===== config.mk =====
export PLATFORM = sky130hd
export DESIGN_NAME = gcb_general_capability
export DESIGN_NICKNAME = d
export VERILOG_FILES = /design/src/core/gcb_pkg.sv /design/src/core/gcb_desc_check.sv /design/src/core/gcb_general_capability.sv
export SDC_FILE = /design/constraint.sdc
export NUM_CORES = 1
export LEC_CHECK = 0
export BUFFER_PORTS_ARGS = -buffer_cell sky130_fd_sc_hd__clkbuf_2
export CORE_AREA = 2 2 83 85
export CTS_BUF_LIST = sky130_fd_sc_hd__clkbuf_16
export CTS_CLUSTER_DIAMETER = 100
export DETAILED_ROUTE_END_ITERATION = 8
export DIE_AREA = 0 0 85 87
export PLACE_DENSITY = 0.64
export SETUP_SLACK_MARGIN = 0.2
export SLEW_MARGIN = 20
export SYNTH_ARGS = -nofsm -noshare
export SYNTH_HDL_FRONTEND = slang
export SYNTH_SLANG_ARGS = --single-unit

===== constraint.sdc =====
create_clock -name mclk -period 2.32 [get_ports mclk]
set_input_delay 0.58 -clock mclk [delete_from_list [all_inputs] [get_ports mclk]]
set_output_delay 0.58 -clock mclk [all_outputs]
set_load 0.05 [all_outputs]

===== src/core/gcb_pkg.sv =====
// package: general capability register layout, fields and descriptor carriers
// Function
// - bits 20:16 report N; largest descriptor transfer is two to the N
// - bit 15 set exactly when batch error flag and batch result are supported
// - bits 14:13 give event log: none, 64, 128 or 256 byte entries
// - bit 12 one means completion records carry fault info, zero means none
// - crc size flag honoured in crc descriptors only when bit 11 is one
// - pattern size flag honoured in fill descriptors only when bit 10 is one
// - bit 9 zero makes drain readback fields reserved; one issues each valid readback
// - destination readback hints supported only when bit 8 is one
// - bit 7 zero ignores use-stride and uses own stride; one honours it
// - bit 6 one allows cross-domain operations only while pasid is enabled
// - durable write hints supported when bit 5 is one, otherwise unsupported
// - register is 64-bit read-only at offset 0x10 of first region
package gcb_pkg;

  localparam logic [11:0] GCB_CAP_OFFSET    = 12'h010;
  localparam int          GCB_FIELD_LSB     = 5;
  localparam int          GCB_FIELD_MSB     = 20;
  localparam int          GCB_XFER_LSB      = 16;
  localparam int          GCB_XFER_MSB      = 20;
  localparam logic [63:0] GCB_UNMAPPED_DATA = 64'h0;
  localparam logic [63:0] GCB_RD_RESET      = 64'h0;
  localparam int          GCB_RD_LATENCY    = 1;

  localparam logic [1:0] GCB_EVLOG_NONE = 2'h0;
  localparam logic [1:0] GCB_EVLOG_64   = 2'h1;
  localparam logic [1:0] GCB_EVLOG_128  = 2'h2;
  localparam logic [1:0] GCB_EVLOG_256  = 2'h3;

  // field order matches bits 20 down to 5 of the register
  typedef struct packed {
    logic [4:0] xfer_log2;
    logic       batch_cont;
    logic [1:0] evlog;
    logic       fault_info;
    logic       crc64;
    logic       wide_pattern_fill_support;
    logic       drain_rb;
    logic       dest_rb;
    logic       stride;
    logic       interdomain;
    logic       durable;
  } gcb_cap_type;

  typedef enum logic [2:0] {
    GCB_OP_COPY     = 3'h0,
    GCB_OP_CRC_GEN  = 3'h1,
    GCB_OP_COPY_CRC = 3'h2,
    GCB_OP_FILL     = 3'h3,
    GCB_OP_ID_FILL  = 3'h4,
    GCB_OP_DRAIN    = 3'h5,
    GCB_OP_XLAT     = 3'h6,
    GCB_OP_BATCH    = 3'h7
  } gcb_op_type;

  typedef struct packed {
    gcb_op_type  op;
    logic        crc_size;
    logic        pattern_size;
    logic [1:0]  rb_valid;
    logic        hint_dest_rb;
    logic        hint_durable;
    logic        use_stride;
    logic        batch_error;
    logic [31:0] xfer_size;
  } gcb_desc_type;

  typedef struct packed {
    logic       accept;
    logic       size_err;
    logic       flag_err;
    logic       id_err;
    logic       crc64_on;
    logic       wide_pattern_fill_support_on;
    logic [1:0] rb_issue;
    logic       dest_rb_on;
    logic       durable_on;
    logic       stride_on;
    logic       batch_err_on;
    logic       fault_info_on;
    logic [8:0] evlog_bytes;
  } gcb_verdict_type;

  function automatic logic [8:0] gcb_evlog_bytes(input logic [1:0] code);
    logic [8:0] b;
    b = 9'h000;
    unique case (code)
      GCB_EVLOG_NONE: b = 9'h000;
      GCB_EVLOG_64:   b = 9'h040;
      GCB_EVLOG_128:  b = 9'h080;
      GCB_EVLOG_256:  b = 9'h100;
    endcase
    return b;
  endfunction

  function automatic logic [32:0] gcb_xfer_limit(input logic [4:0] n);
    return 33'h1 << n;
  endfunction

  function automatic logic [63:0] gcb_place(input gcb_cap_type cap);
    logic [63:0] w;
    w = 64'h0;
    w[GCB_FIELD_MSB:GCB_FIELD_LSB] = cap;
    return w;
  endfunction

endpackage


===== src/core/gcb_desc_check.sv =====
// descriptor flag qualifier driven by the capability fields
`timescale 1ns/1ps
`default_nettype none
module gcb_desc_check (
  input  wire gcb_pkg::gcb_cap_type     cap,
  input  wire logic                     pasid_en,
  input  wire gcb_pkg::gcb_desc_type    desc,
  output var  gcb_pkg::gcb_verdict_type verdict
);

  logic crc_op;
  logic fill_op;
  logic flag_bad;
  logic id_bad;
  logic size_bad;

  always_comb
  begin
    crc_op  = (desc.op == gcb_pkg::GCB_OP_CRC_GEN) || (desc.op == gcb_pkg::GCB_OP_COPY_CRC);
    fill_op = (desc.op == gcb_pkg::GCB_OP_FILL) || (desc.op == gcb_pkg::GCB_OP_ID_FILL);
    // queue limits sit at or below this, so the device cap is the last line of defence
    size_bad = {1'b0, desc.xfer_size} > gcb_pkg::gcb_xfer_limit(cap.xfer_log2);
    flag_bad = (crc_op && desc.crc_size && !cap.crc64)
            || (fill_op && desc.pattern_size && !cap.wide_pattern_fill_support)
            || ((desc.op == gcb_pkg::GCB_OP_DRAIN) && (desc.rb_valid != 2'h0)
                && !cap.drain_rb)
            || (desc.hint_dest_rb && !cap.dest_rb)
            || (desc.hint_durable && !cap.durable)
            || (desc.batch_error && !cap.batch_cont);
    id_bad = (desc.op == gcb_pkg::GCB_OP_ID_FILL) && !(cap.interdomain && pasid_en);

    verdict               = '0;
    verdict.size_err      = size_bad;
    verdict.flag_err      = flag_bad;
    verdict.id_err        = id_bad;
    verdict.accept        = !(size_bad || flag_bad || id_bad);
    verdict.crc64_on      = crc_op && desc.crc_size && cap.crc64;
    verdict.wide_pattern_fill_support_on     = fill_op && desc.pattern_size && cap.wide_pattern_fill_support;
    verdict.rb_issue      = ((desc.op == gcb_pkg::GCB_OP_DRAIN) && cap.drain_rb)
                            ? desc.rb_valid : 2'h0;
    verdict.dest_rb_on    = desc.hint_dest_rb && cap.dest_rb;
    verdict.durable_on    = desc.hint_durable && cap.durable;
    // stride flag is simply dropped when unsupported, never an error
    verdict.stride_on     = (desc.op == gcb_pkg::GCB_OP_XLAT) && cap.stride
                            && desc.use_stride;
    verdict.batch_err_on  = desc.batch_error && cap.batch_cont;
    verdict.fault_info_on = cap.fault_info;
    verdict.evlog_bytes   = gcb_pkg::gcb_evlog_bytes(cap.evlog);
  end

endmodule
`default_nettype wire


===== src/core/gcb_general_capability.sv =====
// general capability register with descriptor qualification and assertions
`timescale 1ns/1ps
`default_nettype none
module gcb_general_capability #(
  parameter logic [4:0] CAP_XFER_LOG2   = 5'h15,
  parameter logic       CAP_BATCH_CONT  = 1'b1,
  parameter logic [1:0] CAP_EVLOG       = 2'h1,
  parameter logic       CAP_FAULT_INFO  = 1'b1,
  parameter logic       CAP_CRC64       = 1'b1,
  parameter logic       CAP_WIDE_PATTERN_FILL_SUPPORT      = 1'b1,
  parameter logic       CAP_DRAIN_RB    = 1'b1,
  parameter logic       CAP_DEST_RB     = 1'b0,
  parameter logic       CAP_STRIDE      = 1'b1,
  parameter logic       CAP_INTERDOMAIN = 1'b1,
  parameter logic       CAP_DURABLE     = 1'b0
) (
  input  wire logic                     mclk,
  input  wire logic                     sys_rst,
  input  wire logic                     clk_en,
  input  wire logic                     reg_rd_req,
  input  wire logic                     reg_wr_req,
  input  wire logic [11:0]              reg_addr,
  input  wire logic [63:0]              reg_wr_data,
  output var  logic [63:0]              reg_rd_data,
  output var  logic                     reg_rd_ack,
  output var  logic                     reg_wr_ack,
  input  wire logic                     pasid_enable,
  input  wire logic                     desc_valid,
  input  wire gcb_pkg::gcb_desc_type    desc,
  output var  logic                     verdict_valid,
  output var  gcb_pkg::gcb_verdict_type verdict
);

  // fixed at build time; nothing in the design can alter it
  localparam gcb_pkg::gcb_cap_type CAP = '{
    xfer_log2:                 CAP_XFER_LOG2,
    batch_cont:                CAP_BATCH_CONT,
    evlog:                     CAP_EVLOG,
    fault_info:                CAP_FAULT_INFO,
    crc64:                     CAP_CRC64,
    wide_pattern_fill_support: CAP_WIDE_PATTERN_FILL_SUPPORT,
    drain_rb:                  CAP_DRAIN_RB,
    dest_rb:                   CAP_DEST_RB,
    stride:                    CAP_STRIDE,
    interdomain:               CAP_INTERDOMAIN,
    durable:                   CAP_DURABLE
  };

  localparam logic [63:0] CAP_WORD = gcb_pkg::gcb_place(CAP);

  // register read and write port
  logic [63:0] rd_data_reg;
  logic [63:0] rd_data_next;
  logic        rd_ack_reg;
  logic        rd_ack_next;
  logic        wr_ack_reg;
  logic        wr_ack_next;
  logic        addr_hit;

  // pasid enable synchroniser
  logic        pasid_meta_reg;
  logic        pasid_s2_reg;
  logic        pasid_s3_reg;
  logic        pasid_ok_reg;
  logic        pasid_ok_next;

  // descriptor verdict
  gcb_pkg::gcb_verdict_type check_out;
  gcb_pkg::gcb_verdict_type verdict_reg;
  gcb_pkg::gcb_verdict_type verdict_next;
  logic                     verdict_valid_reg;
  logic                     verdict_valid_next;

  assign addr_hit = (reg_addr == gcb_pkg::GCB_CAP_OFFSET);

  always_comb
  begin
    rd_data_next = rd_data_reg;
    rd_ack_next  = 1'b0;
    wr_ack_next  = 1'b0;
    if (reg_rd_req)
    begin
      rd_ack_next  = 1'b1;
      // whole 64-bit word in one read, so no tearing between halves
      rd_data_next = addr_hit ? CAP_WORD : gcb_pkg::GCB_UNMAPPED_DATA;
    end
    if (reg_wr_req)
    begin
      // write acknowledged but data discarded; the field stays put
      wr_ack_next = 1'b1;
    end
  end

  always_ff @(posedge mclk)
  begin
    if (sys_rst)
    begin
      rd_data_reg <= gcb_pkg::GCB_RD_RESET;
      rd_ack_reg  <= 1'b0;
      wr_ack_reg  <= 1'b0;
    end
    else if (clk_en)
    begin
      rd_data_reg <= rd_data_next;
      rd_ack_reg  <= rd_ack_next;
      wr_ack_reg  <= wr_ack_next;
    end
  end

  // pasid state comes from another block's domain; accept only settled values
  always_comb
  begin
    pasid_ok_next = (pasid_s2_reg == pasid_s3_reg) ? pasid_s3_reg : pasid_ok_reg;
  end

  always_ff @(posedge mclk)
  begin
    if (sys_rst)
    begin
      pasid_meta_reg <= 1'b0;
      pasid_s2_reg   <= 1'b0;
      pasid_s3_reg   <= 1'b0;
      pasid_ok_reg   <= 1'b0;
    end
    else if (clk_en)
    begin
      pasid_meta_reg <= pasid_enable;
      pasid_s2_reg   <= pasid_meta_reg;
      pasid_s3_reg   <= pasid_s2_reg;
      pasid_ok_reg   <= pasid_ok_next;
    end
  end

  gcb_desc_check u_check (
    .cap      (CAP),
    .pasid_en (pasid_ok_reg),
    .desc     (desc),
    .verdict  (check_out)
  );

  always_comb
  begin
    verdict_valid_next = desc_valid;
    verdict_next       = desc_valid ? check_out : verdict_reg;
  end

  always_ff @(posedge mclk)
  begin
    if (sys_rst)
    begin
      verdict_valid_reg <= 1'b0;
      verdict_reg       <= '0;
    end
    else if (clk_en)
    begin
      verdict_valid_reg <= verdict_valid_next;
      verdict_reg       <= verdict_next;
    end
  end

  assign reg_rd_data   = rd_data_reg;
  assign reg_rd_ack    = rd_ack_reg;
  assign reg_wr_ack    = wr_ack_reg;
  assign verdict_valid = verdict_valid_reg;
  assign verdict       = verdict_reg;

  // register port checks

  a_cap_read_value: assert property (
    @(posedge mclk) disable iff (sys_rst)
    clk_en && reg_rd_req && addr_hit |=> reg_rd_ack && (reg_rd_data == CAP_WORD))
    else $error("capability read did not return the fixed word");

  a_unmapped_read_zero: assert property (
    @(posedge mclk) disable iff (sys_rst)
    clk_en && reg_rd_req && !addr_hit |=> reg_rd_ack && (reg_rd_data == 64'h0))
    else $error("unmapped read returned nonzero data");

  a_xfer_field_value: assert property (
    @(posedge mclk) disable iff (sys_rst)
    clk_en && reg_rd_req && addr_hit
    |=> reg_rd_data[gcb_pkg::GCB_XFER_MSB:gcb_pkg::GCB_XFER_LSB] == CAP_XFER_LOG2)
    else $error("transfer size field differs from its parameter");

  a_write_ignored_data: assert property (
    @(posedge mclk) disable iff (sys_rst)
    clk_en && reg_wr_req && !reg_rd_req
    |=> reg_wr_ack && (reg_rd_data == $past(reg_rd_data)))
    else $error("write disturbed the read data");

  a_write_then_read: assert property (
    @(posedge mclk) disable iff (sys_rst)
    clk_en && reg_wr_req ##1 clk_en && reg_rd_req && addr_hit
    |=> reg_rd_data == CAP_WORD)
    else $error("capability changed after a write");

  a_rd_ack_pulse: assert property (
    @(posedge mclk) disable iff (sys_rst)
    clk_en && !reg_rd_req |=> !reg_rd_ack)
    else $error("read acknowledge without a read");

  a_wr_ack_pulse: assert property (
    @(posedge mclk) disable iff (sys_rst)
    clk_en && !reg_wr_req |=> !reg_wr_ack)
    else $error("write acknowledge without a write");

  a_freeze_holds: assert property (
    @(posedge mclk) disable iff (sys_rst)
    !clk_en |=> $stable(reg_rd_data) && $stable(reg_rd_ack) && $stable(verdict_valid))
    else $error("state moved while the clock enable was low");

  // descriptor gating checks

  a_size_limit_err: assert property (
    @(posedge mclk) disable iff (sys_rst)
    clk_en && desc_valid && ({1'b0, desc.xfer_size} > (33'h1 << CAP_XFER_LOG2))
    |=> verdict_valid && verdict.size_err && !verdict.accept)
    else $error("oversize transfer was accepted");

  a_batch_cont_gate: assert property (
    @(posedge mclk) disable iff (sys_rst)
    clk_en && desc_valid && desc.batch_error
    |=> (verdict.batch_err_on == CAP_BATCH_CONT) && (verdict.flag_err || CAP_BATCH_CONT))
    else $error("batch error flag gating wrong");

  a_evlog_size_map: assert property (
    @(posedge mclk) disable iff (sys_rst)
    verdict_valid |-> verdict.evlog_bytes == gcb_pkg::gcb_evlog_bytes(CAP_EVLOG))
    else $error("event log entry size mismatch");

  a_fault_info_flag: assert property (
    @(posedge mclk) disable iff (sys_rst)
    verdict_valid |-> verdict.fault_info_on == CAP_FAULT_INFO)
    else $error("fault info presence mismatch");

  a_crc64_gate: assert property (
    @(posedge mclk) disable iff (sys_rst)
    clk_en && desc_valid && desc.crc_size
    && (desc.op == gcb_pkg::GCB_OP_CRC_GEN || desc.op == gcb_pkg::GCB_OP_COPY_CRC)
    |=> (verdict.crc64_on == CAP_CRC64) && (CAP_CRC64 || verdict.flag_err))
    else $error("crc size flag gating wrong");

  a_wide_pattern_fill_support_gate: assert property (
    @(posedge mclk) disable iff (sys_rst)
    clk_en && desc_valid && desc.pattern_size
    && (desc.op == gcb_pkg::GCB_OP_FILL || desc.op == gcb_pkg::GCB_OP_ID_FILL)
    |=> verdict.wide_pattern_fill_support_on == CAP_WIDE_PATTERN_FILL_SUPPORT)
    else $error("pattern size flag gating wrong");

  a_drain_readback: assert property (
    @(posedge mclk) disable iff (sys_rst)
    clk_en && desc_valid && (desc.op == gcb_pkg::GCB_OP_DRAIN)
    |=> verdict.rb_issue == (CAP_DRAIN_RB ? $past(desc.rb_valid) : 2'h0))
    else $error("drain readback issue mismatch");

  a_dest_rb_hint: assert property (
    @(posedge mclk) disable iff (sys_rst)
    clk_en && desc_valid && desc.hint_dest_rb
    |=> (verdict.dest_rb_on == CAP_DEST_RB) && (CAP_DEST_RB || !verdict.accept))
    else $error("destination readback hint gating wrong");

  a_stride_ignored: assert property (
    @(posedge mclk) disable iff (sys_rst)
    clk_en && desc_valid && (desc.op == gcb_pkg::GCB_OP_XLAT) && desc.use_stride
    |=> verdict.stride_on == CAP_STRIDE)
    else $error("use stride flag gating wrong");

  a_interdomain_block: assert property (
    @(posedge mclk) disable iff (sys_rst)
    clk_en && desc_valid && (desc.op == gcb_pkg::GCB_OP_ID_FILL)
    && !(CAP_INTERDOMAIN && pasid_ok_reg)
    |=> verdict.id_err && !verdict.accept)
    else $error("cross-domain operation accepted without support");

  a_durable_hint: assert property (
    @(posedge mclk) disable iff (sys_rst)
    clk_en && desc_valid && desc.hint_durable
    |=> (verdict.durable_on == CAP_DURABLE) && (CAP_DURABLE || verdict.flag_err))
    else $error("durable write hint gating wrong");

  a_size_within_limit: assert property (
    @(posedge mclk) disable iff (sys_rst)
    clk_en && desc_valid && ({1'b0, desc.xfer_size} <= (33'h1 << CAP_XFER_LOG2))
    |=> verdict_valid && !verdict.size_err)
    else $error("transfer within the advertised limit was refused");

  a_wide_pattern_fill_support_reject: assert property (
    @(posedge mclk) disable iff (sys_rst)
    clk_en && desc_valid && desc.pattern_size
    && (desc.op == gcb_pkg::GCB_OP_FILL || desc.op == gcb_pkg::GCB_OP_ID_FILL)
    |=> CAP_WIDE_PATTERN_FILL_SUPPORT || (verdict.flag_err && !verdict.accept))
    else $error("unsupported pattern size flag was accepted");

  a_drain_reserved: assert property (
    @(posedge mclk) disable iff (sys_rst)
    clk_en && desc_valid && (desc.op == gcb_pkg::GCB_OP_DRAIN) && (desc.rb_valid != 2'h0)
    |=> CAP_DRAIN_RB || (verdict.flag_err && !verdict.accept))
    else $error("readback fields used without drain readback support");

  a_interdomain_allow: assert property (
    @(posedge mclk) disable iff (sys_rst)
    clk_en && desc_valid && (desc.op == gcb_pkg::GCB_OP_ID_FILL) && CAP_INTERDOMAIN
    && pasid_ok_reg |=> !verdict.id_err)
    else $error("cross-domain operation refused with support and pasid on");

  a_pasid_settle: assert property (
    @(posedge mclk) disable iff (sys_rst)
    clk_en && (pasid_s2_reg == pasid_s3_reg) |=> pasid_ok_reg == $past(pasid_s3_reg))
    else $error("pasid enable not taken once settled");

endmodule
`default_nettype wire


After elaboration in Yosys (flattened, before gate mapping) --
Index checks and enable logic that the tools add are counted.
Storage, ports and cells: flip-flop bits (word level) 82, output and inout bits 89, logic and storage cells 45
Operators by class: magnitude comparators 1, equal/unequal tests 8, multiplexer cells 4, reductions and logical operators 14
Operators with widths (count):
- $gt A32 B22 Y1 const B | 1
- $mux W21 | 1
- $eq A12 B5 Y1 const B | 1
- $eq A3 B3 Y1 const B | 3
- $eq A3 B2 Y1 const B | 2
- $reduce_and A2 Y1 | 3
- $logic_or A1 B1 Y1 | 5
- $logic_and A1 B1 Y1 | 4
- $eq A3 B1 Y1 const B | 1
- $logic_not A1 Y1 | 2
- $mux W1 | 2
- $mux W2 | 1
- $eq A1 B1 Y1 | 1

Logic depth before layout (Yosys ltp) --
depth in word-level cells 4, mapped depth 6, depth with buffers taken out 4

Cells and area by module --
Synthesis repeated with hierarchy kept, for this count alone.
Second synthesis, totals: cell total of the unflattened synthesis 369, area, all modules 2741.4 um2
By module, submodules not included:
- gcb_general_capability | instances 1, cells an instance 196, area each 1557.7 um2
- gcb_desc_check | instances 1, cells an instance 173, area each 1183.6 um2

Least setup slack after synthesis --
No wires, ideal clock.
path type input-to-reg, start input reg_addr[1], end register rd_data_reg[18] (netlist: reg_rd_data[18]), setup time 70 ps, data arrival time 1693 ps, slack 557 ps, stages 3, path buffers 0, cells stage by stage or4b_1 -> or4_1 -> a21oi_1
On the way: word-level cells in the longest chain between the ends 2
Ends and longest elaborated chain:
- start, declared | line gcb_general_capability.sv:22 | input wire logic [11:0] reg_addr,
- $eq A12 B5 Y1 | line gcb_general_capability.sv:74 | assign addr_hit = (reg_addr == gcb_pkg::GCB_CAP_OFFSET);
- $mux W21 | line gcb_general_capability.sv:85 | rd_data_next = addr_hit ? CAP_WORD : gcb_pkg::GCB_UNMAPPED_DATA;
- end signal, assigned | line gcb_general_capability.sv:98 | rd_data_reg <= gcb_pkg::GCB_RD_RESET;
- end signal, assigned | line gcb_general_capability.sv:104 | rd_data_reg <= rd_data_next;
- end, declared | line gcb_general_capability.sv:52 | logic [63:0] rd_data_reg;
No other way between the ends. A chain may end at the register's enable or synchronous reset.

==> impl_metrics.toml <==
[hold_path]
min_path_type = "reg -> reg"

[global_route]
grt_pass1_vias = 990
grt_usage = 0.0800
grt_max_degree = 13
grt_overflow = 0
grt_pass1_wl_um = 4500
antenna_found_initial = 0

[die]
dieArea_mm2 = 0.00740
coreArea_mm2 = 0.00657
initial_utilization = 0.210
die_h_um = 87
rows = 30
die_x_um = 85
pin_count = 215

[timing]
setup_viol = 0
clock_skew_ns = 0.000914
maxSlewViolCount = 0
setup_tns_ns = 0
layout_setup_ws_ns = 0.634
finalCritPeriodShare = 0.727
rsz0062_at_grt = "false"
fmax_mhz = 593
hold_viol = 0
period_needed_ns = 1.69

[final_layout]
fin_area_mm2 = 0.00167
largest_register_ffs = 11
final_cells = 328
fin_nets = 375
diodes = 0
areaGrowthSynthToFinish_pct = 21.0
layout-drive-gt1-share = 0.375

[cts]
cts_tree = "built"
cts_setup_buffers = 0
clk_latency_ns = 0.25
cts-root-buf = "clkbuf_16"
clkSinkCount = 19
cts_max_path_buffers = 2
cts_resized = 0
cts_buffers = 3
htree_levels = 1
holdBufCountCts = 0
clk_pin_slew_ns = 0.06

[power_and_ir_drop]
powerDensity_mw_per_mm2 = 646
p_leak_nw = 0.917
peakVddDrop_mv = 0.337

[critical_path]
r2r_setup_slack_ns = 1.28
critPathBufInv = 1
path_class = "reg -> out"
worstSetupStartpointType = "flip-flop"
worst_ep_arrival_time_ns = 1.11
r2r_end = "verdict[21]"
crit_fanout = 12
cpPeakStageDelay_ns = 0.51
cp.depth = 1
critPathLaunch = "reg_rd_data[18]"
worstPathRequired_ns = 1.74
worstPathCellList = "clkbuf_2"
reg2regPathDepth = 2
critPathSlowestCell = "dfxtp_1"
r2r-start = "pasid_ok_reg"
worstSetupEndpointType = "primary output"
crit_family = "flip-flops"
critPathCapture = "reg_rd_data[16]"

[run_status]
status = "completed"

[synthesis]
synth_most_common_cell = "buf_4"
synth.largest_area_cell = "buf_4"
avgSynthCellArea_um2 = 8.02
synth_ff_type = "dfxtp_1"
netlist_area_mm2 = 0.00138
synth.area.top_cells = "buf_4 40%, dfxtp_1 28%, a21oi_1 3.6%"
synth_edf_count = 0
synthArstFlopShare = 0
yosys_warnings = 0
synth_seq_area_share = 0.276
synth_commonest_cells = "74 x buf_4, 19 x dfxtp_1, 13 x nor2_1"
ys_ff_latch = 19
ys_types = 30
synth_cells = 172
netlist.area_leader.share = 0.403

[drt]
routed_wirelength_um = 3350
vias = 1227
viasPerCell = 3.74
routedWlPerCell_um = 10.2
drc_errors = 0
dr.pass1.iters = 4
drtAntennaViolNets = 0
drt-initial-drc-count = 25

[placed_design]
dp_cells = 324
place.gp.congestion = 0.690
hpwlAfterDp_um = 2860
dpl_cell_area_mm2 = 0.00159
port_buffers = 87
place_ws_ns = 0.396

[flow_run]
drv_cap = 0
logic make-up (layout without fill, tap and decap cells):
| logic type | count (synthesis) | count (layout) | synth area share |
|---|---|---|---|
| AND/OR/NAND/NOR | 47 | 47 | 0.177 |
| flip-flops | 19 | 19 | 0.276 |
| XOR/XNOR | 1 | 1 | 0.00635 |
| AO/OA/AOI/OAI | 19 | 19 | 0.0853 |
| multiplexers | 4 | 4 | 0.0290 |
| other | 1 | 63 | 0.00272 |
| buffers and inverters | 81 | 95 | 0.424 |
worst min-delay path by stage:
stage / start / to / slack (ns) / depth (start not counted)
after floorplan: pasid_s3_reg / pasid_ok_reg / 0.44 / 2
after global placement: verdict[16] / verdict[16] / 0.44 / 2
after detailed placement: verdict[16] / verdict[16] / 0.45 / 2
after CTS: verdict[16] / verdict[16] / 0.46 / 2
after global routing: verdict[17] / verdict[17] / 0.48 / 2
final: verdict[16] / verdict[16] / 0.45 / 2
routing by layer:
metal  wire, um  vias up  global-route usage
met1       1190      526              0.0783
met5          0        -                   0
met3        525        2              0.0379
li1           -      594                   -
met2       1620      105               0.155
met4         12        0              0.0130
power breakdown:
part | internal, mW | switching (mW)
logic | 0.0593 | 0.305
registers | 0.337 | 0.00569
clock network | 0.233 | 0.136
total | 0.630 | 0.447
final cells by class:
cell class                      count  area [um2]
Fill cell                         721        4900
Inverter                            2        7.51
Tap cell                           80         100
Clock buffer                        3        75.1
Multi-Input combinational cell    134         647
Sequential cell                    19         380
Timing Repair Buffer               89         450
Clock inverter                      1        7.51
layout by cell type (no fill, tap or decap), types with 2 or more instances in the layout:
master,instances
o21ai_0,2
a22oi_1,2
or4_1,4
nor4_1,6
buf_4,2
conb_1,63
a21oi_1,10
dfxtp_1,19
clkbuf_16,3
mux2i_1,4
nor2_1,13
nand2_1,11
inv_1,2
nor3_1,5
clkbuf_2,87
per-stage QoR:
stage	power [mW]	hold WS, ns	util
2_1_floorplan	0.725	0.436	-
3_5_place_dp	0.715	0.448	0.241
4_1_cts	1.10	0.457	0.254
5_1_grt	1.13	0.476	0.254
3_3_place_gp	0.713	0.441	0.241
6_report	1.08	0.454	0.254
tightest hold or removal path, cell delays in order, from the launching register on:
cell     delay [ns]
dfxtp_1        0.31
nand2_1        0.05
a21oi_1        0.05
No activity file was read; power rests on OpenSTA's default activity.
